File: src/adcsr_pkg.sv
// Purpose: shared constants and carriers of the converter control block
// Assumes: one 100 MHz clock which also serves as the master clock
// Notes: register offsets are byte addresses of 32-bit words
`default_nettype none
package adcsr_pkg;

	// clock and timing
	localparam int CLK_PERIOD_NS = 10;
	localparam int MASTER_CLOCK_PERIOD_NS = 10;
	localparam int UPDATE_BLANK_NS = 500 * MASTER_CLOCK_PERIOD_NS;
	localparam int UPDATE_BLANK_CYCLES_I = UPDATE_BLANK_NS / CLK_PERIOD_NS;
	localparam logic [9:0] UPDATE_BLANK_CYCLES = 10'(UPDATE_BLANK_CYCLES_I);
	localparam int SETTLE_PERIODS = 3;

	// register map
	localparam logic [3:0] ADDR_CTRL = 4'h0;
	localparam logic [3:0] ADDR_RATE = 4'h4;
	localparam logic [3:0] ADDR_STATUS = 4'h8;
	localparam logic [3:0] ADDR_DATA = 4'hc;

	// control fields and reset values
	localparam int CTRL_SYNC_BIT = 0;
	localparam int CTRL_STANDBY_REQUEST_BIT = 1;
	localparam logic CTRL_SYNC_RST = 1'b0;
	localparam logic CTRL_STANDBY_REQUEST_RST = 1'b0;
	localparam logic [15:0] RATE_RST = 16'h0100;
	localparam logic [15:0] DATA_RST = 16'h0000;

	// status fields
	localparam int STAT_DATA_READY_N_BIT = 0;
	localparam int STAT_SETTLE_BIT = 1;
	localparam int STAT_RUN_BIT = 2;
	localparam int STAT_STANDBY_REQUEST_BIT = 3;
	localparam int STAT_PINRST_BIT = 4;

	// converter sequencing states, gray along idle-settle-run
	typedef enum logic [1:0] {
		ST_IDLE = 2'b00,
		ST_SETTLE = 2'b01,
		ST_RUN = 2'b11,
		ST_STANDBY_REQUEST = 2'b10
	} adcsr_state_t;

	// register port request
	typedef struct packed {
		logic wr;
		logic rd;
		logic [3:0] addr;
		logic [31:0] wdata;
	} adcsr_req_t;

endpackage
`default_nettype wire

File: src/adcsr_sync.sv
// Purpose: two-stage synchroniser for pins from outside the clock domain
// Assumes: synchronous active-high reset
// Notes: first stage feeds the second stage only
`timescale 1ns/100ps
`default_nettype none
module adcsr_sync #(
	parameter int W = 1,
	parameter logic [W-1:0] RST_VAL = '0
) (
	input wire logic clk_sys,
	input wire logic srst,
	input wire logic [W-1:0] async_in,
	output var logic [W-1:0] sync_out
);
	logic [W-1:0] meta_q;

	// plain double flop, reset to a safe level
	always_ff @(posedge clk_sys) begin
		if (srst) begin
			meta_q <= RST_VAL;
			sync_out <= RST_VAL;
		end else begin
			meta_q <= async_in;
			sync_out <= meta_q;
		end
	end
endmodule
`default_nettype wire

File: src/adcsr_ctrl.sv
// Purpose: sync, reset-pin and standby control of a sigma-delta converter
// Assumes: clk_sys is the master clock; filter words come on this clock
// Notes: register port answers reads one cycle later, never stalls
//        rates below the 500-clock gap fold several words into one
//
// Overview of operation
// - sync bit at one holds modulator and filter reset, no sampling
// - writing sync zero releases filter, sampling restarts next edge
// - after sync release no output word before three rate periods
// - host writes sync to start conversion; ready falling marks done
// - low ready stays low when sync returns to zero
// - update while ready low: ready high 500 master clocks, then low
// - data read sets ready high until settled new word arrives
// - ready already high at sync stays high through settling
// - reset pin low clears logic, filter, modulator and registers
// - reset pin low forces ready high and ignores register access
// - after reset pin release, ready low three rate periods later
// - master clock output keeps running during reset pin low
// - standby bit stops conversion, all registers keep contents
// - standby zero resumes, new word three rate periods later
// - standby leaves interface and ready state untouched
// - unread word readable in standby; read sets ready high
// - oscillator and master clock output run during standby
//
// The address map and strobed register access were chosen for this implementation.
`timescale 1ns/100ps
`default_nettype none
module adcsr_ctrl
	import adcsr_pkg::*;
#(
	parameter int DATA_W = 16,
	parameter int RATE_W = 16
) (
	input wire logic clk_sys,
	input wire logic srst,
	input wire logic reset_pin_n,
	input wire adcsr_req_t bus_req,
	input wire logic [DATA_W-1:0] filter_word,
	output var logic [31:0] rdata,
	output var logic data_ready_n,
	output var logic filter_reset,
	output var logic conv_power,
	output var logic mclk_out
);
	localparam int CNT_W = RATE_W + 2;

	// three rate periods, a zero rate taken as one cycle
	function automatic logic [CNT_W-1:0] settle_len(
		input logic [RATE_W-1:0] per
	);
		logic [CNT_W-1:0] p;
		p = (per == '0) ? CNT_W'(1) : CNT_W'(per);
		return CNT_W'(SETTLE_PERIODS) * p;
	endfunction

	function automatic logic [CNT_W-1:0] period_len(
		input logic [RATE_W-1:0] per
	);
		return (per == '0) ? CNT_W'(1) : CNT_W'(per);
	endfunction

	// register select, shared by the write and read paths
	function automatic logic reg_hit(
		input adcsr_req_t req,
		input logic [3:0] offs
	);
		return req.addr == offs;
	endfunction

	logic pin_n_s;
	adcsr_state_t state_q, state_d;
	logic sync_hold_q, sync_hold_d;
	logic standby_request_q, standby_request_d;
	logic [RATE_W-1:0] rate_q, rate_d;
	logic [DATA_W-1:0] data_q, data_d;
	logic [DATA_W-1:0] pend_q, pend_d;
	logic [CNT_W-1:0] cnt_q, cnt_d;
	logic [9:0] blank_q, blank_d;
	logic data_ready_n_q, data_ready_n_d;
	logic [31:0] rdata_d;
	logic freset_d, power_d;
	logic mclk_q;
	logic pin_low, wr_ok, rd_ok, update;

	// reset pin arrives from outside the clock domain
	adcsr_sync #(
		.W(1),
		.RST_VAL(1'b0)
	) u_pin_sync (
		.clk_sys(clk_sys),
		.srst(srst),
		.async_in(reset_pin_n),
		.sync_out(pin_n_s)
	);

	// bus qualification
	// one gate for both strobes, so pin reset never half-applies
	always_comb begin
		pin_low = ~pin_n_s;
		wr_ok = bus_req.wr & ~pin_low;
		rd_ok = bus_req.rd & ~pin_low;
	end

	// control registers written by software
	always_comb begin
		sync_hold_d = sync_hold_q;
		standby_request_d = standby_request_q;
		rate_d = rate_q;
		if (pin_low) begin
			sync_hold_d = CTRL_SYNC_RST;
			standby_request_d = CTRL_STANDBY_REQUEST_RST;
			rate_d = RATE_RST;
		end else if (wr_ok && reg_hit(bus_req, ADDR_CTRL)) begin
			sync_hold_d = bus_req.wdata[CTRL_SYNC_BIT];
			standby_request_d = bus_req.wdata[CTRL_STANDBY_REQUEST_BIT];
		end else if (wr_ok && reg_hit(bus_req, ADDR_RATE)) begin
			// new period is used from the next reload only
			rate_d = bus_req.wdata[RATE_W-1:0];
		end
	end

	// conversion sequencing and settling counter
	always_comb begin
		state_d = state_q;
		cnt_d = cnt_q;
		update = 1'b0;
		unique case (state_q)
			ST_IDLE: begin
				if (!pin_low && !standby_request_q && !sync_hold_q) begin
					state_d = ST_SETTLE;
					cnt_d = settle_len(rate_q);
				end else if (!pin_low && standby_request_q) begin
					// standby may be entered straight from idle
					state_d = ST_STANDBY_REQUEST;
				end
			end
			ST_SETTLE, ST_RUN: begin
				// a rate change lands only at the next reload
				if (cnt_q <= CNT_W'(1)) begin
					update = 1'b1;
					state_d = ST_RUN;
					cnt_d = period_len(rate_q);
				end else begin
					cnt_d = cnt_q - CNT_W'(1);
				end
				if (standby_request_q) begin
					state_d = ST_STANDBY_REQUEST;
					update = 1'b0;
				end
			end
			ST_STANDBY_REQUEST: begin
				// resume with three periods of settling
				if (!standby_request_q) begin
					// hold set on exit parks the sequencer in idle
					state_d = sync_hold_q ? ST_IDLE : ST_SETTLE;
					cnt_d = settle_len(rate_q);
				end
			end
		endcase
		if (sync_hold_q && state_d != ST_STANDBY_REQUEST) begin
			state_d = ST_IDLE;
			update = 1'b0;
		end
		// applied last so no branch above can override it
		// reset pin clears the sequencer
		if (pin_low) begin
			state_d = ST_IDLE;
			cnt_d = '0;
			update = 1'b0;
		end
	end

	// data register and ready line
	always_comb begin
		data_d = data_q;
		pend_d = pend_q;
		data_ready_n_d = data_ready_n_q;
		blank_d = blank_q;
		// completed data read sets ready high
		if (rd_ok && reg_hit(bus_req, ADDR_DATA)) begin
			data_ready_n_d = 1'b1;
		end
		// gap countdown, last cycle loads the held word
		if (blank_q != '0) begin
			blank_d = blank_q - 10'(1);
			if (blank_q == 10'(1)) begin
				data_d = pend_q;
				data_ready_n_d = 1'b0;
			end
		end
		if (update) begin
			if (!data_ready_n_q && blank_q == '0) begin
				// high gap before replacing unread word
				pend_d = filter_word;
				blank_d = UPDATE_BLANK_CYCLES;
				data_ready_n_d = 1'b1;
			end else if (blank_q != '0) begin
				// gap running: only the held word is refreshed
				pend_d = filter_word;
			end else begin
				// new word wins over a read in the same cycle
				data_d = filter_word;
				data_ready_n_d = 1'b0;
			end
		end
		// sync and standby never touch ready
		// pin reset comes last so it beats reads and updates
		if (pin_low) begin
			data_ready_n_d = 1'b1;
			blank_d = '0;
			data_d = DATA_RST;
			pend_d = DATA_RST;
		end
	end

	// read data and registered drive outputs
	always_comb begin
		rdata_d = '0;
		if (rd_ok) begin
			unique case (bus_req.addr)
				ADDR_CTRL: begin
					rdata_d[CTRL_SYNC_BIT] = sync_hold_q;
					rdata_d[CTRL_STANDBY_REQUEST_BIT] = standby_request_q;
				end
				ADDR_RATE: rdata_d[RATE_W-1:0] = rate_q;
				ADDR_STATUS: begin
					rdata_d[STAT_DATA_READY_N_BIT] = data_ready_n_q;
					rdata_d[STAT_SETTLE_BIT] = (state_q == ST_SETTLE);
					rdata_d[STAT_RUN_BIT] = (state_q == ST_RUN);
					rdata_d[STAT_STANDBY_REQUEST_BIT] = (state_q == ST_STANDBY_REQUEST);
					// reads 0 whenever the port answers at all
					rdata_d[STAT_PINRST_BIT] = pin_low;
				end
				ADDR_DATA: rdata_d[DATA_W-1:0] = data_q;
				// unmapped offsets read as zero
				default: rdata_d = '0;
			endcase
		end
		// hold keeps the filter in reset even in standby
		freset_d = (state_d == ST_IDLE) ||
			(state_d == ST_STANDBY_REQUEST && sync_hold_q);
		power_d = (state_d != ST_STANDBY_REQUEST);
	end

	// register stage
	always_ff @(posedge clk_sys) begin
		if (srst) begin
			state_q <= ST_IDLE;
			sync_hold_q <= CTRL_SYNC_RST;
			standby_request_q <= CTRL_STANDBY_REQUEST_RST;
			rate_q <= RATE_RST;
			data_q <= DATA_RST;
			pend_q <= DATA_RST;
			cnt_q <= '0;
			blank_q <= '0;
			data_ready_n_q <= 1'b1;
			rdata <= '0;
			filter_reset <= 1'b1;
			conv_power <= 1'b1;
		end else begin
			state_q <= state_d;
			sync_hold_q <= sync_hold_d;
			standby_request_q <= standby_request_d;
			rate_q <= rate_d;
			data_q <= data_d;
			pend_q <= pend_d;
			cnt_q <= cnt_d;
			blank_q <= blank_d;
			data_ready_n_q <= data_ready_n_d;
			rdata <= rdata_d;
			filter_reset <= freset_d;
			conv_power <= power_d;
		end
	end

	assign data_ready_n = data_ready_n_q;

	// master clock out, half rate; ignores the pin and standby on purpose
	// clock through pin reset
	always_ff @(posedge clk_sys) begin
		if (srst) begin
			mclk_q <= 1'b0;
		end else begin
			mclk_q <= ~mclk_q;
		end
	end

	assign mclk_out = mclk_q;
endmodule
`default_nettype wire

File: config.mk
export PLATFORM = sky130hd
export DESIGN_NAME = adcsr_ctrl
export DESIGN_NICKNAME = d
export VERILOG_FILES = /design/src/adcsr_pkg.sv /design/src/adcsr_sync.sv /design/src/adcsr_ctrl.sv
export SDC_FILE = /design/constraint.sdc
export NUM_CORES = 1
export LEC_CHECK = 0
export ABC_AREA = 1
export BUFFER_PORTS_ARGS = -buffer_cell sky130_fd_sc_hd__buf_4
export CAP_MARGIN = 20
export CELL_PAD_IN_SITES_DETAIL_PLACEMENT = 1
export CELL_PAD_IN_SITES_GLOBAL_PLACEMENT = 1
export CORE_MARGIN = 1
export CORE_UTILIZATION = 41
export DETAILED_ROUTE_END_ITERATION = 10
export GPL_TIMING_DRIVEN = 0
export PLACE_DENSITY = 0.81
export SYNTH_ARGS = -nofsm -noshare
export SYNTH_HDL_FRONTEND = slang
export SYNTH_SLANG_ARGS = --single-unit
File: constraint.sdc
create_clock -name clk_sys -period 3.27 [get_ports clk_sys]
set_input_delay 0 -clock clk_sys [delete_from_list [all_inputs] [get_ports clk_sys]]
set_output_delay 0 -clock clk_sys [all_outputs]
set_load 0.005 [all_outputs]
## Yosys cells after proc, flatten, opt, wreduce, memory -nomap -nowiden

Cells that the tools add are included.
W data, S select, Z words.

- Register bits after elaboration: 118
- Bits of input ports: 57
- Word-level logic and storage cells: 102

- Add/subtract/negate cells: 2
- Multiply operators: 1
- $lt $le $gt $ge: 1
- Equal/unequal tests: 12
- Mux-type cells: 38
- Bitwise gates (word level): 6
- Reductions and logical operators: 26

Operator list:

| kind | number |
|---|---|
| $mux W16 | 8 |
| $mux W18 | 3 |
| $pmux W18 S3 | 1 |
| $mux W10 | 3 |
| $pmux W11 S2 | 1 |
| $le A18 B1 Y1 const B | 1 |
| $mul A2 B16 Y18 const A | 1 |
| $sub A18 B1 Y18 const B | 1 |
| $logic_not A16 Y1 | 1 |
| $mux W2 | 7 |
| $mux W1 | 12 |
| $eq A10 B1 Y1 const B | 1 |
| $logic_not A10 Y1 | 1 |
| $reduce_bool A10 Y1 | 1 |
| $sub A10 B1 Y10 const B | 1 |
| $logic_and A1 B1 Y1 | 9 |
| $pmux W3 S3 | 1 |
| $eq A4 B4 Y1 const B | 2 |
| $ne A2 B2 Y1 const B | 4 |
| $pmux W2 S4 | 1 |
| $eq A2 B2 Y1 const B | 3 |
| $pmux W2 S3 | 1 |
| $reduce_and A2 Y1 | 3 |
| $reduce_or A2 Y1 | 3 |
| other kinds (9) | 16 |

## Longest topological paths before layout

- Depth in word-level cells: 12
- Gate-level depth with buffers: 20
- Depth with buffers taken out: 19

## Cells and area by module

Synthesis repeated with hierarchy kept, for this count alone.

- Cells, all modules: 1002
- Area total of the unflattened synthesis: 6218.5 um2

By module, submodules not included:

| module | times used | cells an instance | area an instance (um2) |
|---|---|---|---|
| adcsr_ctrl | 1 | 996 | 6163.4 |
| adcsr_sync | 1 | 6 | 55.1 |

## Worst setup path after synthesis

Ideal clock, no wire load.

- Kind: register to register
- From: reg rate_q[14]
- To: reg cnt_q[15]
- Library setup time: 0.119 ns
- Arrival time: 2.452 ns
- Path slack: 0.699 ns
- Stages on the path, launching flop included: 18
- Path buffers: 1
- Clock period less this slack: 2.571 ns
- Cells stage by stage: dfxtp_1 inv_1 ha_1 nand3_1 nand3b_1 clkbuf_1 nand2_1 fa_1 inv_1 nand3_1 nand2_1 nand2_1 nand2_1 nand3_1 nand2_1 nand2_1 nand3_1 a21oi_1

- Word-level cells in the longest chain between the ends: 5
- Elaborated cells between the ends (all ways): 7

Ends and longest elaborated chain:

| item | line | RTL |
|---|---|---|
| from (decl) | adcsr_ctrl.sv:74 | `logic [RATE_W-1:0] rate_q, rate_d;` |
| from (signal assigned) | adcsr_ctrl.sv:264 | `rate_q <= rate_d;` |
| $logic_not A16 Y1 | adcsr_ctrl.sv:52, adcsr_ctrl.sv:59 |  |
| $mux W16 (*) | adcsr_ctrl.sv:52, adcsr_ctrl.sv:59 |  |
| $mul A2 B16 Y18 | adcsr_ctrl.sv:53 | `return CNT_W'(SETTLE_PERIODS) * p;` |
| $mux W18, on equally long branches | adcsr_ctrl.sv:153, adcsr_ctrl.sv:129 |  |
| $pmux W18 S3 (*) | adcsr_ctrl.sv:127 | `unique case (state_q)` |
| to (signal assigned) | adcsr_ctrl.sv:267 | `cnt_q <= cnt_d;` |
| to (decl) | adcsr_ctrl.sv:77 | `logic [CNT_W-1:0] cnt_q, cnt_d;` |

Every way passes the cells marked *; elsewhere a longest branch is shown, timed or not. The select of a mux whose other input is x is not followed.
A chain may end at the register's enable or synchronous reset.

## Worst setup path in the final report

- From: reg rate_q[7]
- To: reg cnt_q[15]

The elaborated chain is that of the path after synthesis.

==> metrics.cfg <==
[global_routing]
grt_pass1_wl_mm = 35.1
grt_pass1_vias = 6756
grt_max_degree = 19
grt_util_all_layers = 0.285
antenna_found_initial = 1
gr-total-overflow = 0

[synth]
synth.most_common_cell = nand2_1
synth_edf_count = 0
ys_seq_elements = 102
ys_top_cells_by_area = dfxtp_1 32%, nand2_1 13%, nor2_1 7.1%
yosysTopAreaCell = dfxtp_1
synth.top_cell.area_share = 0.325
syn_area_um2 = 6290
synth_cells = 939
synth_commonest_cells = 222 x nand2_1, 119 x nor2_1, 102 x dfxtp_1, 102 x inv_1, 84 x a21oi_1
synth.avg_cell_area_um2 = 6.70
synth_cell_types = 46
synthArstFlopShare = 0
synth_seq_area_share = 0.325
yosys_warnings = 0
synthFlopType = dfxtp_1

[setup_path]
cp_max_fo = 10
startpoint_type = flop
path_class = flop to flop
cp_data_required_time_ns = 3.56
crit_path_end_kind = flop
cp_common_cell = nand2_1
crit_arrival_ns = 3.42
path_cells = inv_1 -> ha_1 -> nand2_1 -> nor2_1 -> nand3b_1 -> clkbuf_4 -> nand2_1 -> fa_1 -> inv_1 -> nand3_1 -> nand2_1 -> nand2_1 -> nand2_1 -> nand3_1 -> nand3b_1 -> nand3_1 -> a21oi_1
cp_slowest_stage_delay_ns = 0.50
path_buf_inv = 3
slowest_stage = fa_1
crit_family = simple AND/OR/NAND/NOR gates

[clock_network]
insertion_delay_ns = 0.36
cts_buffers = 9
cts.clk_slew.worst_paths_ns = 0.08
cts_sinks = 102
ctsLongestPathBuffers = 2
root_buffer = clkbuf_16
cts_max_level = 3
cts_tree = done

[drt]
detail-route-antenna-nets = 0
vias_per_cell = 5.28
wl_per_cell_um = 17.5
wl_met3_um = 805
m1WireLength_mm = 9.63
drc = 0
wirelength_mm = 21.9
num_vias = 6589
drt-initial-drc-count = 363
drt_first_pass_iters = 5
dr_wl_met2_mm = 10.8
highest_layer = met4

[floorplan]
rows = 44
design.die.area_um2 = 15800
die_x_um = 126
die-height_um = 126
io_pins = 93
core-area_um2 = 14800
start_util = 0.426

[cells_and_area]
fin_area_um2 = 7650
nets = 1143
fin_util = 0.519
final_layout_size_suffix_gt1_frac = 0.140
num-fill-cells = 1979
syn2layout_area_growth_pct = 21.7

[power]
design_power_total_uw = 2530
powerDensity_nw_per_um2 = 331
irDropWorstVdd_mv = 0.251
power_leakage_uw = 0.00352

[placed_design]
dp_worst_setup_slack_ns = -0.189
gp_congestion = 0.906
place_area_um2 = 7020
dpl.hpwl_mm = 16.2
port_buffers = 59

[timing]
relSlewSlack = 0.453
setup_ws_ns = 0.139
fmax_mhz = 319
slew_violations = 0
hold_viol_final = 0
period_share = 0.958
worst_pin_slew_ns = 0.820
setup_violations = 0
finClkSkew_ns = 0.00870
fin_crit_ns = 3.13

[worst_hold_path]
min_path_type = primary input to flop

[status]
outcome = finished clean

[job]
maxCapViolations = 0

[area by class of cell]
class                           count  area (µm²)  area share
Antenna cell                        1        2.50    0.000327
Buffer                             48         304      0.0397
Clock buffer                       10         229      0.0299
Clock inverter                      6        52.6     0.00686
Inverter                          105         395      0.0517
Multi-Input combinational cell    699        3610       0.472
Sequential cell                   102        2050       0.268
Tap cell                          184         230      0.0301
Timing Repair Buffer               93         781       0.102
[worst paths after layout]
path,slack (ns),start,to,cells past startpoint
worst max-delay path,0.14,rate_q[7],cnt_q[15],17
worst min-delay path,0.03,srst,u_pin_sync.sync_out,2
worst max register to register,0.14,rate_q[7],cnt_q[15],17
worst min register to register,0.41,u_pin_sync.meta_q,u_pin_sync.sync_out,2
[where the power goes]
part / internal, µW / switching (µW) / leakage (µW)
clock: 530 / 534 / 0.000132
sequential: 1250 / 3.88 / 0.000825
combinational: 102 / 118 / 0.00256
[flip-flops by register name (all words and copies together), names as in the netlist]
register / count
conv_power: 1
cnt_q: 18
filter_reset: 1
u_pin_sync.sync_out: 1
pend_q: 16
data_ready_n: 1
standby_request_q: 1
state_q: 2
data_q: 16
mclk_out: 1
u_pin_sync.meta_q: 1
rate_q: 16
rdata: 16
sync_hold_q: 1
blank_q: 10
[worst register-to-register path, delay by kind of cell (launching register included)]
kind | cells | cell delay, ns
AOI/OAI and AO/OA | 1 | 0.17
buffers and inverters | 3 | 0.49
adders and majority gates | 2 | 0.69
and+or+nand+nor | 11 | 1.22
DFF | 1 | 0.47
[placed cells by master (no fill, tap or decap), drive strengths merged, types with 3 or more instances in the layout]
cell	count
nand4	10
ha	27
dlygate4sd3	33
nor3	23
nand2	226
nor2	135
or2	3
o211ai	3
inv	107
a31oi	5
conb	16
nand3	78
xor2	12
clkbuf	32
dfxtp	102
a21oi	85
nand3b	4
buf	86
xnor2	5
o21ai	55
[through the flow]
step / TNS [ns] / std cells / hold WS [ns]
6_report: 0 / 1248 / 0.0278
5_1_grt: -0.000411 / 1248 / 0.0433
4_1_cts: 0 / 1246 / 0.0254
3_5_place_dp: -0.826 / 1197 / 0.220
3_3_place_gp: -0.673 / 1197 / 0.216
2_1_floorplan: 0 / 954 / 0.107
[timing repair]
item                                   4_1_cts  5_1_grt
setup endpoints to repair                   11       12
hold buffers                                33        0
endpoints found under the hold margin       51        0
gates resized for setup                      3        6
buffers inserted                             0        1
[cells by family (layout without fill, tap and decap cells)]
kind of cell	Yosys count	after routing	synth area share
flip-flops	102	102	0.325
buffers and inverters	153	262	0.111
AO/OA/AOI/OAI	157	157	0.132
XOR/XNOR	17	17	0.0237
AND/OR/NAND/NOR	481	481	0.352
other	1	17	0.000596
adder cells (fa/ha/maj)	28	28	0.0569
[routing by layer]
metal | vias up | track usage
li1 | 3236 | -
met1 | 3157 | 0.350
met2 | 153 | 0.505
met3 | 43 | 0.0365
met4 | 0 | 0.112
met5 | - | 0
(Power assumes the default switching activity.)
